## src/rtl/vsc_pkg.sv

```systemverilog
// vsc_pkg: constants and types for the serial command front end
// assumes a 40 MHz system clock; serial pins are asynchronous
package vsc_pkg;
  localparam logic [1:0] CMD_MODE = 2'h0;
  localparam logic [1:0] CMD_DATA = 2'h1;
  localparam logic [1:0] CMD_DCTL = 2'h2;
  localparam logic [1:0] CMD_ADDR = 2'h3;
  localparam logic [1:0] DS_DRAM_WR = 2'h0;
  localparam logic [1:0] DS_LED_WR = 2'h1;
  localparam logic [1:0] DS_KEY_RD = 2'h2;
  localparam logic [1:0] DS_SW_RD = 2'h3;
  localparam int DS_FIXED_BIT = 2;
  localparam int DCTL_ON_BIT = 3;
  localparam logic [3:0] MODE_RESET = 4'hF;
  localparam logic [3:0] DSET_RESET = 4'h0;
  localparam logic [4:0] LED_RESET = 5'h1F;
  localparam logic [2:0] PW_RESET = 3'h0;
  localparam logic [5:0] ADDR_RESET = 6'h00;
  localparam logic [5:0] ADDR_LAST = 6'h2F;
  localparam int RAM_BYTES = 48;
  localparam int KEY_BYTES = 6;
  localparam int KEY_SRC = 12;
  localparam int SCAN_CYCLES = 2000;
  localparam int TWAIT_NS = 1000;
  localparam int CLK_NS = 25;
  localparam int TWAIT_CYC = (TWAIT_NS + CLK_NS - 1) / CLK_NS;

  typedef enum logic [1:0] {
    ST_IDLE = 2'b00,
    ST_CMD = 2'b01,
    ST_DATA = 2'b10
  } vsc_state_t;

  typedef struct packed {
    logic [2:0] pulse_width;
    logic display_on;
  } vsc_dctl_t;

  typedef struct packed {
    logic [3:0] mode;
    logic [3:0] dset;
  } vsc_cfg_t;
endpackage

```

## src/rtl/vsc_sync.sv

```systemverilog
// vsc_sync: two-flop synchroniser for a bus of asynchronous levels
// assumes clock_in is the only clock
`timescale 1ns/1ps
module vsc_sync #(
  parameter int W = 1
) (
  input wire logic clock_in,
  input wire logic sys_rst_in,
  input wire logic [W-1:0] async_in,
  output logic [W-1:0] sync_out
);
  logic [W-1:0] meta_reg;
  always_ff @(posedge clock_in) begin
    if (sys_rst_in) begin
      meta_reg <= '0;
      sync_out <= '0;
    end else begin
      meta_reg <= async_in;
      sync_out <= meta_reg;
    end
  end
endmodule // vsc_sync

```

## src/rtl/vsc_top.sv

```systemverilog
// vsc_top: serial command interpreter with display ram, key store, indicator_output_port
// assumes the host pins are asynchronous to clock_in and sampled here
`timescale 1ns/1ps
module vsc_top
  import vsc_pkg::*;
(
  // clock and reset
  input wire logic clock_in,
  input wire logic sys_rst_in,
  // host serial pins
  input wire logic frame_select_in,
  input wire logic shift_clk_in,
  input wire logic data_in,
  output logic data_out,
  output logic data_oe_n_out,
  // key and general inputs
  input wire logic [3:0] key_return_inputs_in,
  input wire logic [3:0] general_inputs_in,
  // key source index being scanned
  output logic [3:0] segment_key_source_out,
  // indicators and state
  output logic [4:0] led_n_out,
  output logic [3:0] display_mode_out,
  output logic display_on_out,
  output logic [2:0] pulse_width_out,
  output logic key_scan_out
);
  logic [2:0] pins_s;
  logic [3:0] keys_s;
  logic [3:0] sw_s;
  logic stb_s, sck_s, din_s, sck_d_reg;
  logic sck_rise, sck_fall;
  vsc_state_t state_reg;
  logic [7:0] shift_reg;
  logic [2:0] bit_cnt_reg;
  logic byte_done;
  logic [7:0] rx_byte;
  vsc_cfg_t cfg_reg;
  vsc_dctl_t dctl_reg;
  logic [5:0] addr_reg;
  logic [7:0] ram_mem [RAM_BYTES];
  logic [3:0] key_mem [KEY_SRC];
  logic [4:0] led_reg;
  logic [7:0] tx_reg;
  logic [2:0] tx_cnt_reg;
  logic [2:0] key_idx_reg;
  logic reading;
  logic [10:0] scan_cnt_reg;
  logic [3:0] src_reg;
  logic scan_end;

  vsc_sync #(.W(3)) u_pin_sync (
    .clock_in(clock_in),
    .sys_rst_in(sys_rst_in),
    .async_in({frame_select_in, shift_clk_in, data_in}),
    .sync_out(pins_s)
  );
  vsc_sync #(.W(8)) u_in_sync (
    .clock_in(clock_in),
    .sys_rst_in(sys_rst_in),
    .async_in({key_return_inputs_in, general_inputs_in}),
    .sync_out({keys_s, sw_s})
  );
  assign stb_s = pins_s[2];
  assign sck_s = pins_s[1];
  assign din_s = pins_s[0];

  always_ff @(posedge clock_in) begin
    if (sys_rst_in) sck_d_reg <= 1'b1;
    else sck_d_reg <= sck_s;
  end
  // edges only count while strobe low
  assign sck_rise = ~stb_s & sck_s & ~sck_d_reg;
  assign sck_fall = ~stb_s & ~sck_s & sck_d_reg;
  assign rx_byte = {din_s, shift_reg[7:1]};
  assign byte_done = sck_rise && bit_cnt_reg == 3'h7;
  assign reading = cfg_reg.dset[1];

  // frame state: first byte after strobe fall is the command
  always_ff @(posedge clock_in) begin
    if (sys_rst_in) begin
      state_reg <= ST_IDLE;
    end else if (stb_s) begin
      state_reg <= ST_IDLE;
    end else if (state_reg == ST_IDLE) begin
      state_reg <= ST_CMD;
    end else if (byte_done && state_reg == ST_CMD) begin
      state_reg <= ST_DATA;
    end
  end

  always_ff @(posedge clock_in) begin
    if (sys_rst_in || stb_s) begin
      shift_reg <= 8'h00;
      bit_cnt_reg <= 3'h0;
    end else if (sck_rise) begin
      shift_reg <= rx_byte;
      bit_cnt_reg <= bit_cnt_reg + 3'h1;
    end
  end

  // command decode and configuration
  always_ff @(posedge clock_in) begin
    if (sys_rst_in) begin
      cfg_reg.mode <= MODE_RESET;
      cfg_reg.dset <= DSET_RESET;
      dctl_reg.display_on <= 1'b0;
      dctl_reg.pulse_width <= PW_RESET;
      addr_reg <= ADDR_RESET;
    end else if (byte_done && state_reg == ST_CMD) begin
      case (rx_byte[7:6])
        CMD_MODE: begin
          if (rx_byte[3:0] != cfg_reg.mode) begin
            cfg_reg.mode <= rx_byte[3:0];
            dctl_reg.display_on <= 1'b0;
          end
        end
        CMD_DATA: cfg_reg.dset <= rx_byte[3:0];
        CMD_DCTL: begin
          dctl_reg.display_on <= rx_byte[DCTL_ON_BIT];
          dctl_reg.pulse_width <= rx_byte[2:0];
        end
        CMD_ADDR: addr_reg <= rx_byte[5:0];
        default: ;
      endcase
    end else if (byte_done && state_reg == ST_DATA && !reading
                 && cfg_reg.dset[1:0] == DS_DRAM_WR && addr_reg <= ADDR_LAST) begin
      if (!cfg_reg.dset[DS_FIXED_BIT]) addr_reg <= addr_reg + 6'h01;
    end
  end

  // display ram, three bytes per digit
  always_ff @(posedge clock_in) begin
    if (byte_done && state_reg == ST_DATA && cfg_reg.dset[1:0] == DS_DRAM_WR
        && addr_reg <= ADDR_LAST) begin
      ram_mem[addr_reg] <= rx_byte;
    end
  end

  always_ff @(posedge clock_in) begin
    if (sys_rst_in) begin
      led_reg <= LED_RESET;
    end else if (byte_done && state_reg == ST_DATA && cfg_reg.dset[1:0] == DS_LED_WR) begin
      led_reg <= rx_byte[4:0];
    end
  end

  // key scan timing: one display cycle walks all key sources
  assign scan_end = dctl_reg.display_on && scan_cnt_reg == 11'(SCAN_CYCLES - 1);
  always_ff @(posedge clock_in) begin
    if (sys_rst_in || !dctl_reg.display_on) begin
      scan_cnt_reg <= 11'h000;
      src_reg <= 4'h0;
    end else if (scan_end) begin
      scan_cnt_reg <= 11'h000;
      src_reg <= (src_reg == 4'(KEY_SRC - 1)) ? 4'h0 : src_reg + 4'h1;
    end else begin
      scan_cnt_reg <= scan_cnt_reg + 11'h001;
    end
  end

  // scan stops with the display, so latching stops too
  always_ff @(posedge clock_in) begin
    if (sys_rst_in) begin
      for (int i = 0; i < KEY_SRC; i++) key_mem[i] <= 4'h0;
    end else if (scan_end) begin
      key_mem[src_reg] <= keys_s;
    end
  end

  // read-back: load on command end or, in key read, on byte exhaustion; shift on falls
  always_ff @(posedge clock_in) begin
    if (sys_rst_in || stb_s) begin
      tx_reg <= 8'hFF;
      tx_cnt_reg <= 3'h0;
      key_idx_reg <= 3'h0;
      data_out <= 1'b1;
      data_oe_n_out <= 1'b1;
    end else if (byte_done && state_reg == ST_CMD && rx_byte[7:6] == CMD_DATA
                 && rx_byte[1]) begin
      tx_reg <= (rx_byte[1:0] == DS_SW_RD) ? {4'h0, sw_s}
                : {key_mem[1], key_mem[0]};
      tx_cnt_reg <= 3'h0;
      key_idx_reg <= 3'h1;
    end else if (sck_fall && state_reg == ST_DATA && reading) begin
      data_out <= tx_reg[tx_cnt_reg];
      data_oe_n_out <= tx_reg[tx_cnt_reg];
      tx_cnt_reg <= tx_cnt_reg + 3'h1;
      if (tx_cnt_reg == 3'h7 && cfg_reg.dset[1:0] == DS_KEY_RD) begin
        tx_reg <= {key_mem[{key_idx_reg, 1'b1}], key_mem[{key_idx_reg, 1'b0}]};
        key_idx_reg <= (key_idx_reg == 3'(KEY_BYTES - 1)) ? 3'h0 : key_idx_reg + 3'h1;
      end
    end
  end

  always_ff @(posedge clock_in) begin
    if (sys_rst_in) begin
      led_n_out <= LED_RESET;
      display_mode_out <= MODE_RESET;
      display_on_out <= 1'b0;
      pulse_width_out <= PW_RESET;
      key_scan_out <= 1'b0;
      segment_key_source_out <= 4'h0;
    end else begin
      led_n_out <= led_reg;
      display_mode_out <= cfg_reg.mode;
      display_on_out <= dctl_reg.display_on;
      pulse_width_out <= dctl_reg.pulse_width;
      key_scan_out <= dctl_reg.display_on;
      segment_key_source_out <= src_reg;
    end
  end
endmodule // vsc_top

```

## config.mk

```make
export PLATFORM = sky130hd
export DESIGN_NAME = vsc_top
export DESIGN_NICKNAME = d
export VERILOG_FILES = /design/src/rtl/vsc_pkg.sv /design/src/rtl/vsc_sync.sv /design/src/rtl/vsc_top.sv
export SDC_FILE = /design/constraint.sdc
export NUM_CORES = 1
export LEC_CHECK = 0
export BUFFER_PORTS_ARGS = -buffer_cell sky130_fd_sc_hd__buf_2
export CAP_MARGIN = 5
export CORE_UTILIZATION = 30
export CTS_CLUSTER_SIZE = 12
export DETAILED_ROUTE_END_ITERATION = 10
export PLACE_DENSITY = 0.43
export REMOVE_ABC_BUFFERS = 1
export SLEW_MARGIN = 30
export SYNTH_ARGS = -nofsm -noshare
export SYNTH_HDL_FRONTEND = slang
export SYNTH_SLANG_ARGS = --single-unit
```

## constraint.sdc

```tcl
create_clock -name clock_in -period 4.15 [get_ports clock_in]
set_input_delay 0.2075 -clock clock_in [delete_from_list [all_inputs] [get_ports clock_in]]
set_output_delay 0.2075 -clock clock_in [all_outputs]
set_load 0.01 [all_outputs]
```

# Word level (Yosys, flattened, before mapping)
# Memory sizes are Yosys's and may differ from the RTL's.
# Cells that the tools add are included.
dict set report word_totals {
  inputBits 13
  n_memories 1
  wordCells 109
  output_inout_bits 20
  ramBits 48
  reg_bits 98
}
dict set report classes {
  bitwise_logic 8
  addsub 5
  n_lt_le_gt_ge 1
  n_eq_ne 14
  n_mux 23
  n_reduce_logical 31
}
# name words width rd rd_ports_with_merged_regs wr line
set memory_table {}
lappend memory_table {key_mem 12 4 4 0 12 vsc_top.sv:42} ;# logic [3:0] key_mem [KEY_SRC];
# op count
set op_table {}
lappend op_table {{$mux 8} 4}
lappend op_table {{$mux 1} 13}
lappend op_table {{$mux 4} 3}
lappend op_table {{$add 11x1->11 const B} 1}
lappend op_table {{$eq 11x11->1 const B} 1}
lappend op_table {{$logic_and 1x1->1} 10}
lappend op_table {{$reduce_and 2->1} 5}
lappend op_table {{$add 3x1->3 const B} 3}
lappend op_table {{$eq 3x3->1 const B} 3}
lappend op_table {{$eq 2x2->1 const B} 4}
lappend op_table {{$reduce_bool 2->1} 4}
lappend op_table {{$eq 2x1->1 const B} 3}
lappend op_table {{$reduce_and 3->1} 2}
lappend op_table {{$reduce_or 2->1} 3}
lappend op_table {{$add 4x1->4 const B} 1}
lappend op_table {{$and 1x1->1} 4}
lappend op_table {{$eq 4x4->1 const B} 1}
lappend op_table {{$logic_not 2->1} 2}
lappend op_table {{$lt 3x4->1 const B} 1}
lappend op_table {{$ne 4x4->1} 1}
lappend op_table {{$not 1->1} 4}
lappend op_table {{$reduce_or 4->1} 1}
lappend op_table {{$bmux 1 s3} 1}
lappend op_table {{$mux 3} 1}
lappend op_table {{5 further kinds} 6}

# Logic depth before layout (Yosys ltp)
# Gate-level depths: netlist (run 1).
dict set report logic_depth {
  depth_word 9
  ltp_mapped 8
  mapped_depth_nobuf 6
}

# Hierarchy
# A second synthesis (run 1) with hierarchy kept.
dict set report unflattened {
  hier_cells 565
  hier_area_um2 6546.3
}
# mod cells_each area_each_um2 instances seq_area_each_um2
set modules_own_cells {}
lappend modules_own_cells {vsc_top 520 5924.4 1 3423.3}
lappend modules_own_cells {{vsc_sync at u_in_sync} 33 464.2 1 320.3}
lappend modules_own_cells {{vsc_sync at u_pin_sync} 12 157.7 1 120.1}

# Worst setup path after synthesis (run 1)
# Ideal clock, no wire load.
dict set report synth_path {
  path_type {reg-to-reg}
  startpoint {register scan_cnt_reg[0]}
  endpoint {memory key_mem[7][0], enable pin}
  t_arrival_ns 1.744
  n_path_buf 1
  setup_ns 0.361
  setup_slack_ns 2.045
  required_time_ns 3.789
  period_less_slack_ns 2.105
  path_stages_with_launch 7
  path_cell_list {dfxtp_1 > ha_1 > and3_1 > nand3_2 > or3b_1 > buf_2 > o21ai_0}
}
# element line
set synth_rtl {}
lappend synth_rtl {{start, declared} vsc_top.sv:48} ;# logic [10:0] scan_cnt_reg;
lappend synth_rtl {{start signal, assigned} vsc_top.sv:158} ;# scan_cnt_reg <= scan_cnt_reg + 11'h001;
lappend synth_rtl {{end, declared} vsc_top.sv:42}

==> results of run 1 <==
==> area by class of cell <==
class	count	area share [%]
clock buffer	19	5.847
clock inverter	13	2.114
inverter	12	0.5946
multi-input combinational	362	32.31
sequential	161	51.02
tap	275	4.542
timing repair buffer	44	3.568
==> metal layers <==
layer / up-vias / share of wire, % / GRT usage, %
li1: 2045 / - / -
met1: 1975 / 49 / 16.80
met2: 64 / 47 / 21.53
met3: 10 / 2.7 / 3.425
met4: 0 / 1.2 / 5.255
met5: - / 0 / 0
==> worst paths after layout <==
| kind | start | endpoint | slack, ps |
|---|---|---|---|
| hold reg to reg | u_in_sync.meta_reg[4]$_SDFF_PP0_ | u_in_sync.sync_out[4]$_SDFF_PP0_ | 440 |
| hold / removal | shift_clk_in | u_pin_sync.meta_reg[1]$_SDFF_PP0_ | 10 |
| setup reg to reg | scan_cnt_reg[0]$_SDFF_PP0_ | key_mem[7][1]$_SDFFCE_PN0P_ | 1620 |
| setup / recovery | scan_cnt_reg[0]$_SDFF_PP0_ | key_mem[7][1]$_SDFFCE_PN0P_ | 1620 |
==> critical path: cells and delay by family (launching register included) <==
kind                       cells  cell delay [ps]
and+or+nand+nor                3             1010
AOI/OAI and AO/OA              1              580
DFF                            1              350
adders and majority gates      1              210
==> placed cells by master, fill, tap and decap left out, types with 2 or more instances in the layout <==
cell type and instances:
dfxtp_1 96, nor2_1 83, edfxtp_1 64, nand2_1 58, nor2b_1 38, buf_2 32, a21oi_1 20, mux2i_1 19
mux4_2 18, clkbuf_16 17, nand3_1 13, inv_1 11, o21ai_0 10, a21o_1 9, xnor2_1 9, nand4_1 9
ha_1 9, or2_2 8, nand4b_1 8, dlygate4sd3_1 8, xor2_1 7, nor3_1 5, clkinv_1 4, a221o_1 4
a211o_1 4, or3_1 4, buf_4 4, and3_1 3, nor3b_1 3, bufinv_16 3, clkinv_4 3, and4bb_2 2
or3b_1 2, nor4_1 2, a211oi_1 2, inv_6 2, clkinvlp_4 2
==> power by group through the flow <==
stage               Sequential [uW]  Combinational [uW]  Clock (uW)
global placement               1730                68.7           0
CTS                            1690                76.0        1630
finish                         1690                74.5        1600
global route                   1690                82.2        1710
floorplan                      1720                40.6           0
detailed placement             1730                69.8           0
==> per-stage QoR <==
stage          area, sq um  setup WS [ps]
2_1_floorplan         6350           1107
3_3_place_gp          6890           1764
3_5_place_dp          6892           1639
4_1_cts               7575           1622
5_1_grt               7575           1476
6_report              7575           1617
==> logic make-up after synthesis <==
kind of cell / count (synthesis) / synth area share [%]
simple gates: 250 / 19.64
flops: 161 / 59.35
compound gates: 50 / 4.824
buf+inv: 45 / 3.152
mux: 37 / 9.149
xor+xnor: 16 / 2.153
fa+ha+maj: 9 / 1.730
==> results.ini, run 1 <==
[clock_tree]
ctsHtreeMaxLevel=4
cts_tree=yes
numCtsBuffers=17
cts_resized=0
cts-root-buf=clkbuf_16
cts_buffer_depth=2
path_clk_slew_ps=60
post_cts_buffers=0
cts_hold_buf=8
clk_latency_ps=430
clock_sinks=161

[logic_synthesis]
synth_cell_types=48
synth_edf_count=64
synthCells=568
synth.cells.most_frequent=dfxtp_1, nor2_1, edfxtp_1
synth.area.top_cells=dfxtp_1, edfxtp_1, mux4_2, nor2_1, nor2b_1
synth_warnings=0
synth-seq-area-share_pct=59.35
synth_top_area_share_pct=29.83
ys_seq_elements=161
async_flop_share_pct=0
ys.flop_type=dfxtp_1
synth_area_leader_cell=dfxtp_1
avgSynthCellArea_sq_um=11.46
yosys.cell_count.top_type=dfxtp_1
synthesis.area_sq_mm=0.006510

[hold_path]
hp-class=input port to flip-flop
hold-path-cell-count=2

[floorplan]
die_y_um=149.3
core_area_sq_mm=0.02115
die_w_um=149.3
start_util_pct=30.77
io_pins=33
die_area_sq_mm=0.02229
rows=53

[setup_path]
reg2reg_depth=5
slowest_delay_ps=640
arrival_ps=2590
startpoint_type=flip-flop
worst-path-max-fanout=17
end_kind=flip-flop
slowest_stage=or3b_1
path_class=flip-flop to flip-flop
worstPathCellList=ha_1 -> and3_1 -> nand3_2 -> or3b_1 -> o21ai_0
worstPathRequired_ps=4210

[drt]
vias_per_cell=4.621
drtIter0Drc=173
wl_per_cell_um=15.36
vias=4094
drc=0
wl_mm=13.61
drtAntennaViolNets=0
drtPass1Iterations=4

[sta]
relSlewSlack_pct=38.99
worst_pin_slew_ps=913.9
finalMaxSlewViolations=0
min_period_ps=2533
period_share_pct=61.05
setup_tns_ps=0
finalSetupViolations=0
skew_ps=10.70
hold-worst-slack_ps=11.61
max_freq_mhz=394.7
rsz0062_at_grt=no
hold_viol_final=0

[power]
ir_drop_mv=0.2447
swShare_pct=20.78
leakage_uw=0.002582
power_frac_comb_pct=2.2
clockPowerShare_pct=47.6
seq_power_share_pct=50.2
power.internal_uw=2670
p_switching_uw=700.3
p_per_area_mw_per_mm2=445.0
total_power_uw=3371

[cells_and_area]
area_delta_synth_final_pct=16.36
post-route-util_pct=35.81
final_cells=886
layout.nets=620
largest_reg_flops=64
multiInputGateArea_sq_mm=0.002447
seqCellArea_sq_mm=0.003865
diodes=0
nFillCells=2065
drive_gt1_share_pct=16.04

[placed_design]
dp_cells=846
gp_congestion=0.7861
port_buffers=32
hpwl_mm=9.573

[grt]
track_usage_pct=13.27
grt_pass1_wl_mm=22.24
grt_pass1_vias=4153
grt_max_degree=36
grt_overflow=0
antenna_found_initial=0

[outcome]
status=finished, final reports clean

[job]
max_cap_violations=0

Power figures use the tool's default switching activity.
==> run 2, diff against run 1 <==
- PLACE_DENSITY: 0.43 -> 0.44
- clock period: 4.15 -> 2.3 ns (I/O delays scaled with it)
==> run 2 against run 1 <==
Via count grew 3.2%. Clock power grew 89%. Total power grew 85%. Sequential share of layout area shrank 1.4 points. Core utilization grew 0.96 points. Worst hold slack gained 15 ps. Largest power group unchanged. Highest routed layer unchanged.
==> results.ini, run 2 (same netlist as run 1, synthesis figures left out) <==
[outcome]
status=finished, final reports clean

[cells_and_area]
largest_reg_flops=64
final_cell_mix=dfxtp_1, nor2_1, edfxtp_1
final_cells=907
seqCellArea_sq_mm=0.003864
multiInputGateArea_sq_mm=0.002447
nFillCells=2096
drive_gt1_share_pct=18.67
final_common_cell=dfxtp_1
diodes=0
area_delta_synth_final_pct=19.49
layout.nets=641

[clock_tree]
clk_latency_ps=420
cts_resized=0
post_cts_buffers=0
ctsHtreeMaxLevel=4
clock_sinks=161
cts_hold_buf=11
cts_tree=yes
path_clk_slew_ps=60
cts_buffer_depth=2
numCtsBuffers=17
cts-root-buf=clkbuf_16

[sta]
relSlewSlack_pct=62.26
worst_slack_ps=211.2
finalSetupViolations=0
max_freq_mhz=478.8
period_share_pct=90.82
min_period_ps=2089
skew_ps=10.25
hold_viol_final=0
hold-worst-slack_ps=26.91
finalMaxSlewViolations=0
worst_pin_slew_ps=566.1
rsz0062_at_grt=no

[power]
ir_drop_mv=0.4548
p_per_area_mw_per_mm2=800.2
leakage_uw=0.002705

[hold_path]
min_from=sys_rst_in
hp-class=input port to flip-flop

[floorplan]
die_y_um=149.3
die_area_sq_mm=0.02229
rows=53
start_util_pct=30.77
io_pins=33
core_area_sq_mm=0.02115
die_w_um=149.3

[setup_path]
r2r_end=tx_reg[4]$_SDFFE_PP1P_
reg2reg_depth=6
crit_end=tx_reg[4]$_SDFFE_PP1P_
startpoint=tx_cnt_reg[1]$_SDFFE_PP0P_
r2r_start=tx_cnt_reg[1]$_SDFFE_PP0P_
path_class=flip-flop to flip-flop
worstPathRequired_ps=2600
end_kind=flip-flop
arrival_ps=2390
startpoint_type=flip-flop
worst-path-max-fanout=8
r2r_setup_slack_ps=210

[drt]
drc=0
vias_per_cell=4.658
drtIter0Drc=191
drtAntennaViolNets=0
drtPass1Iterations=6
wl_per_cell_um=15.58
wl_mm=14.13
vias=4225

[grt]
grt_pass1_wl_mm=22.98
grt_max_degree=28
antenna_found_initial=0
grt_pass1_vias=4263
grt_overflow=0
track_usage_pct=13.97

[placed_design]
place_ws_ps=213.2
gp_congestion=0.7647
port_buffers=32
dp_cells=864
hpwl_mm=10.05

[job]
max_cap_violations=0

-- run 2: changes by cell type in the layout (fill, tap and decap cells not counted), sizes merged --
cell | before | now
inv | 13 | 17
clkbuf | 19 | 18
clkinv | 7 | 3
buf | 36 | 54
bufinv | 3 | 4
dlygate4sd3 | 8 | 11
-- run 2: critical path, stage by stage, from the launching register on --
cell      delay (ps)
dfxtp_1          400
ha_1             170
ha_1             130
nor4bb_2         440
nand2_1          140
and2_0           290
a221o_1          400
-- run 2: area by class of cell --
cell class                 count  area share, %
timing repair buffer          65          5.758
clock inverter                14          2.590
multi-input combinational    362          31.46
clock buffer                  18          5.517
tap                          275          4.423
inverter                      12         0.5791
sequential                   161          49.67
-- run 2: worst min path at each step --
| stage | endpoint | slack [ps] | depth (start not counted) |
|---|---|---|---|
| floorplan | segment_key_source_out[0]$_SDFF_PP0_ | 180 | 1 |
| global placement | u_in_sync.meta_reg[1]$_SDFF_PP0_ | 320 | 2 |
| detailed placement | u_in_sync.meta_reg[4]$_SDFF_PP0_ | 330 | 2 |
| CTS | segment_key_source_out[1]$_SDFF_PP0_ | 20 | 2 |
| global route | u_in_sync.sync_out[4]$_SDFF_PP0_ | 40 | 2 |
| finish | segment_key_source_out[1]$_SDFF_PP0_ | 30 | 2 |
-- run 2: where the power goes --
group | total, uW | internal [uW] | switching [uW]
clock network | 3020 | 1840 | 1180
logic | 149 | 68.3 | 80.3
registers | 3060 | 3020 | 32.8
-- run 2: per-layer routing --
layer	vias up	GRT usage (%)	share of wire, %
li1	2094	-	-
met1	2048	17.67	46
met2	78	22.74	49
met3	5	4.037	4.1
met4	0	4.694	0.81
met5	-	0	0
-- run 2: stage by stage --
stage	instance area, sq um	utilization, %	total power, uW	setup TNS (ps)
after floorplan	6350	-	3175	-7406
after global placement	7038	33.27	3253	0
after detailed placement	7038	33.27	3258	0
after CTS	7779	36.77	6297	0
after global routing	7779	36.77	6467	0
final	7779	36.77	6224	0
==> run 3, diff against run 2 <==
--- a/config.mk
+++ b/config.mk
@@ -12,2 +12,3 @@
 export DETAILED_ROUTE_END_ITERATION = 10
+export GPL_ROUTABILITY_DRIVEN = 0
 export PLACE_DENSITY = 0.44
==> constraint.sdc (replaced) <==
create_clock -name clock_in -period 2.3 [get_ports clock_in]
set_input_delay 0.46 -clock clock_in [delete_from_list [all_inputs] [get_ports clock_in]]
set_output_delay 0.46 -clock clock_in [all_outputs]
set_load 0.01 [all_outputs]
==> run 3 against run 2 <==
Worst setup slack lost 21 ps. Design area decreased by 2.3%. Clock-buffer cell count is 2 higher. Final cell count fell by 1.3%. Worst hold slack better by 210 ps. Clock skew about the same.
==> results.ini, run 3 (same netlist as run 1, synthesis figures left out) <==
[cells_and_area]
drive_gt1_share_pct=18.71
final_area_sq_mm=0.007602
final_common_cell=dfxtp_1
final_cell_mix=dfxtp_1, nor2_1, edfxtp_1
largest_reg_flops=64
layout.nets=629
diodes=0
area_delta_synth_final_pct=16.78

[placed_design]
hpwl_mm=9.989
place_area_sq_mm=0.007030
port_buffers=32

[floorplan]
die_area_sq_mm=0.02229
rows=53
core_area_sq_mm=0.02115
die_y_um=149.3
io_pins=33
start_util_pct=30.77
die_w_um=149.3

[drt]
vias=4167
drc=0
drtAntennaViolNets=0
vias_per_cell=4.656
wl_mm=13.97
drtIter0Drc=250
wl_per_cell_um=15.61
drtPass1Iterations=4

[power]
power.internal_uw=4634
leakage_uw=0.002629
ir_drop_mv=0.3921
power_frac_comb_pct=2.3
p_switching_uw=1269
p_per_area_mw_per_mm2=776.5
clockPowerShare_pct=45.9
swShare_pct=21.49
seq_power_share_pct=51.8

[grt]
grt_pass1_wl_mm=22.82
track_usage_pct=13.74
antenna_found_initial=0
grt_max_degree=28
grt_overflow=0
grt_pass1_vias=4191

[sta]
relSlewSlack_pct=58.57
min_period_ps=2110
skew_ps=10.18
max_freq_mhz=474.0
finalMaxSlewViolations=0
worst_pin_slew_ps=621.5
period_share_pct=91.73
hold-worst-slack_ps=236.5
rsz0062_at_grt=no
finalSetupViolations=0
hold_viol_final=0

[clock_tree]
clk_latency_ps=430
path_clk_slew_ps=70
cts_buffer_depth=2
cts-root-buf=clkbuf_16
ctsHtreeMaxLevel=4
numCtsBuffers=17
cts_tree=yes
clock_sinks=161

[setup_path]
path_class=flip-flop to flip-flop
r2r_start=scan_cnt_reg[0]$_SDFF_PP0_
startpoint_type=flip-flop
worstPathRequired_ps=2440
worst-path-max-fanout=7
arrival_ps=2250
end_kind=flip-flop
startpoint=scan_cnt_reg[0]$_SDFF_PP0_

[job]
max_cap_violations=0

[hold_path]
hp-class=input port to flip-flop
min_from=key_return_inputs_in[0]

[outcome]
status=finished, final reports clean

==> run 3: changes by cell type in the layout (fill, tap and decap cells not counted), sizes merged <==
cell / change
clkbuf: +2
bufinv: -3
inv: -5
buf: -1
clkinv: +7
dlygate4sd3: -11
clkinvlp: -1
==> run 3: worst paths after layout <==
check                                     end  slack, ps  cells past startpoint
max               key_mem[7][2]$_SDFFCE_PN0P_        190                      6
min          u_in_sync.meta_reg[4]$_SDFF_PP0_        240                      2
max reg2reg       key_mem[7][2]$_SDFFCE_PN0P_        190                      6
min reg2reg  u_in_sync.sync_out[4]$_SDFF_PP0_        440                      1
==> run 3: timing repair <==
| action | CTS | global route |
|---|---|---|
| endpoints found under the setup margin | 0 | 4 |
| resized for setup | 0 | 1 |
| hold buffers | 0 | 0 |
| buffers inserted | 0 | 0 |
==> run 3: metrics by stage <==
stage / power (uW) / setup slack [ps] / TNS, ps / instances / utilization (%)
after floorplan: 3175 / -742.5 / -7406 / 535 / -
after CTS: 5986 / 35.54 / 0 / 895 / 35.91
after global routing: 6117 / 4.118 / 0 / 895 / 35.94
after detailed placement: 3257 / 56.05 / 0 / 863 / 33.23
final: 5903 / 190.2 / 0 / 895 / 35.94
after global placement: 3254 / 201.6 / 0 / 863 / 33.23
==> run 3: power groups by stage <==
stage	Clock [uW]	Sequential (uW)	Combinational, uW
after floorplan	0	3100	73.3
after global routing	2910	3060	150
final	2710	3060	134
after CTS	2790	3060	138
after global placement	0	3120	135
after detailed placement	0	3120	137
==> run 3: final cells by class <==
| type | instances | area (sq um) |
|---|---|---|
| Tap cell | 275 | 344.1 |
| Inverter | 12 | 45.04 |
| Clock inverter | 12 | 108.9 |
| Clock buffer | 20 | 457.9 |
| Sequential cell | 161 | 3864 |
| Fill cell | 2103 | 13550 |
| Multi-Input combinational cell | 362 | 2452 |
| Timing Repair Buffer | 53 | 330.3 |
==> run 3: layer usage <==
layer / track usage (%) / part of all wire, % / up-vias
met3: 3.211 / 3.9 / 19
li1: - / - / 2067
met2: 22.56 / 48 / 83
met5: 0 / 0 / -
met4: 5.612 / 1.6 / 0
met1: 17.32 / 46 / 1998
==> run 3: worst max-delay path: stages, from the launching register on <==
cell and delay (ps):
dfxtp_1 360, ha_1 230, and3_1 240, nand3_2 180, or3b_1 420, o21ai_0 210
buf_4 180
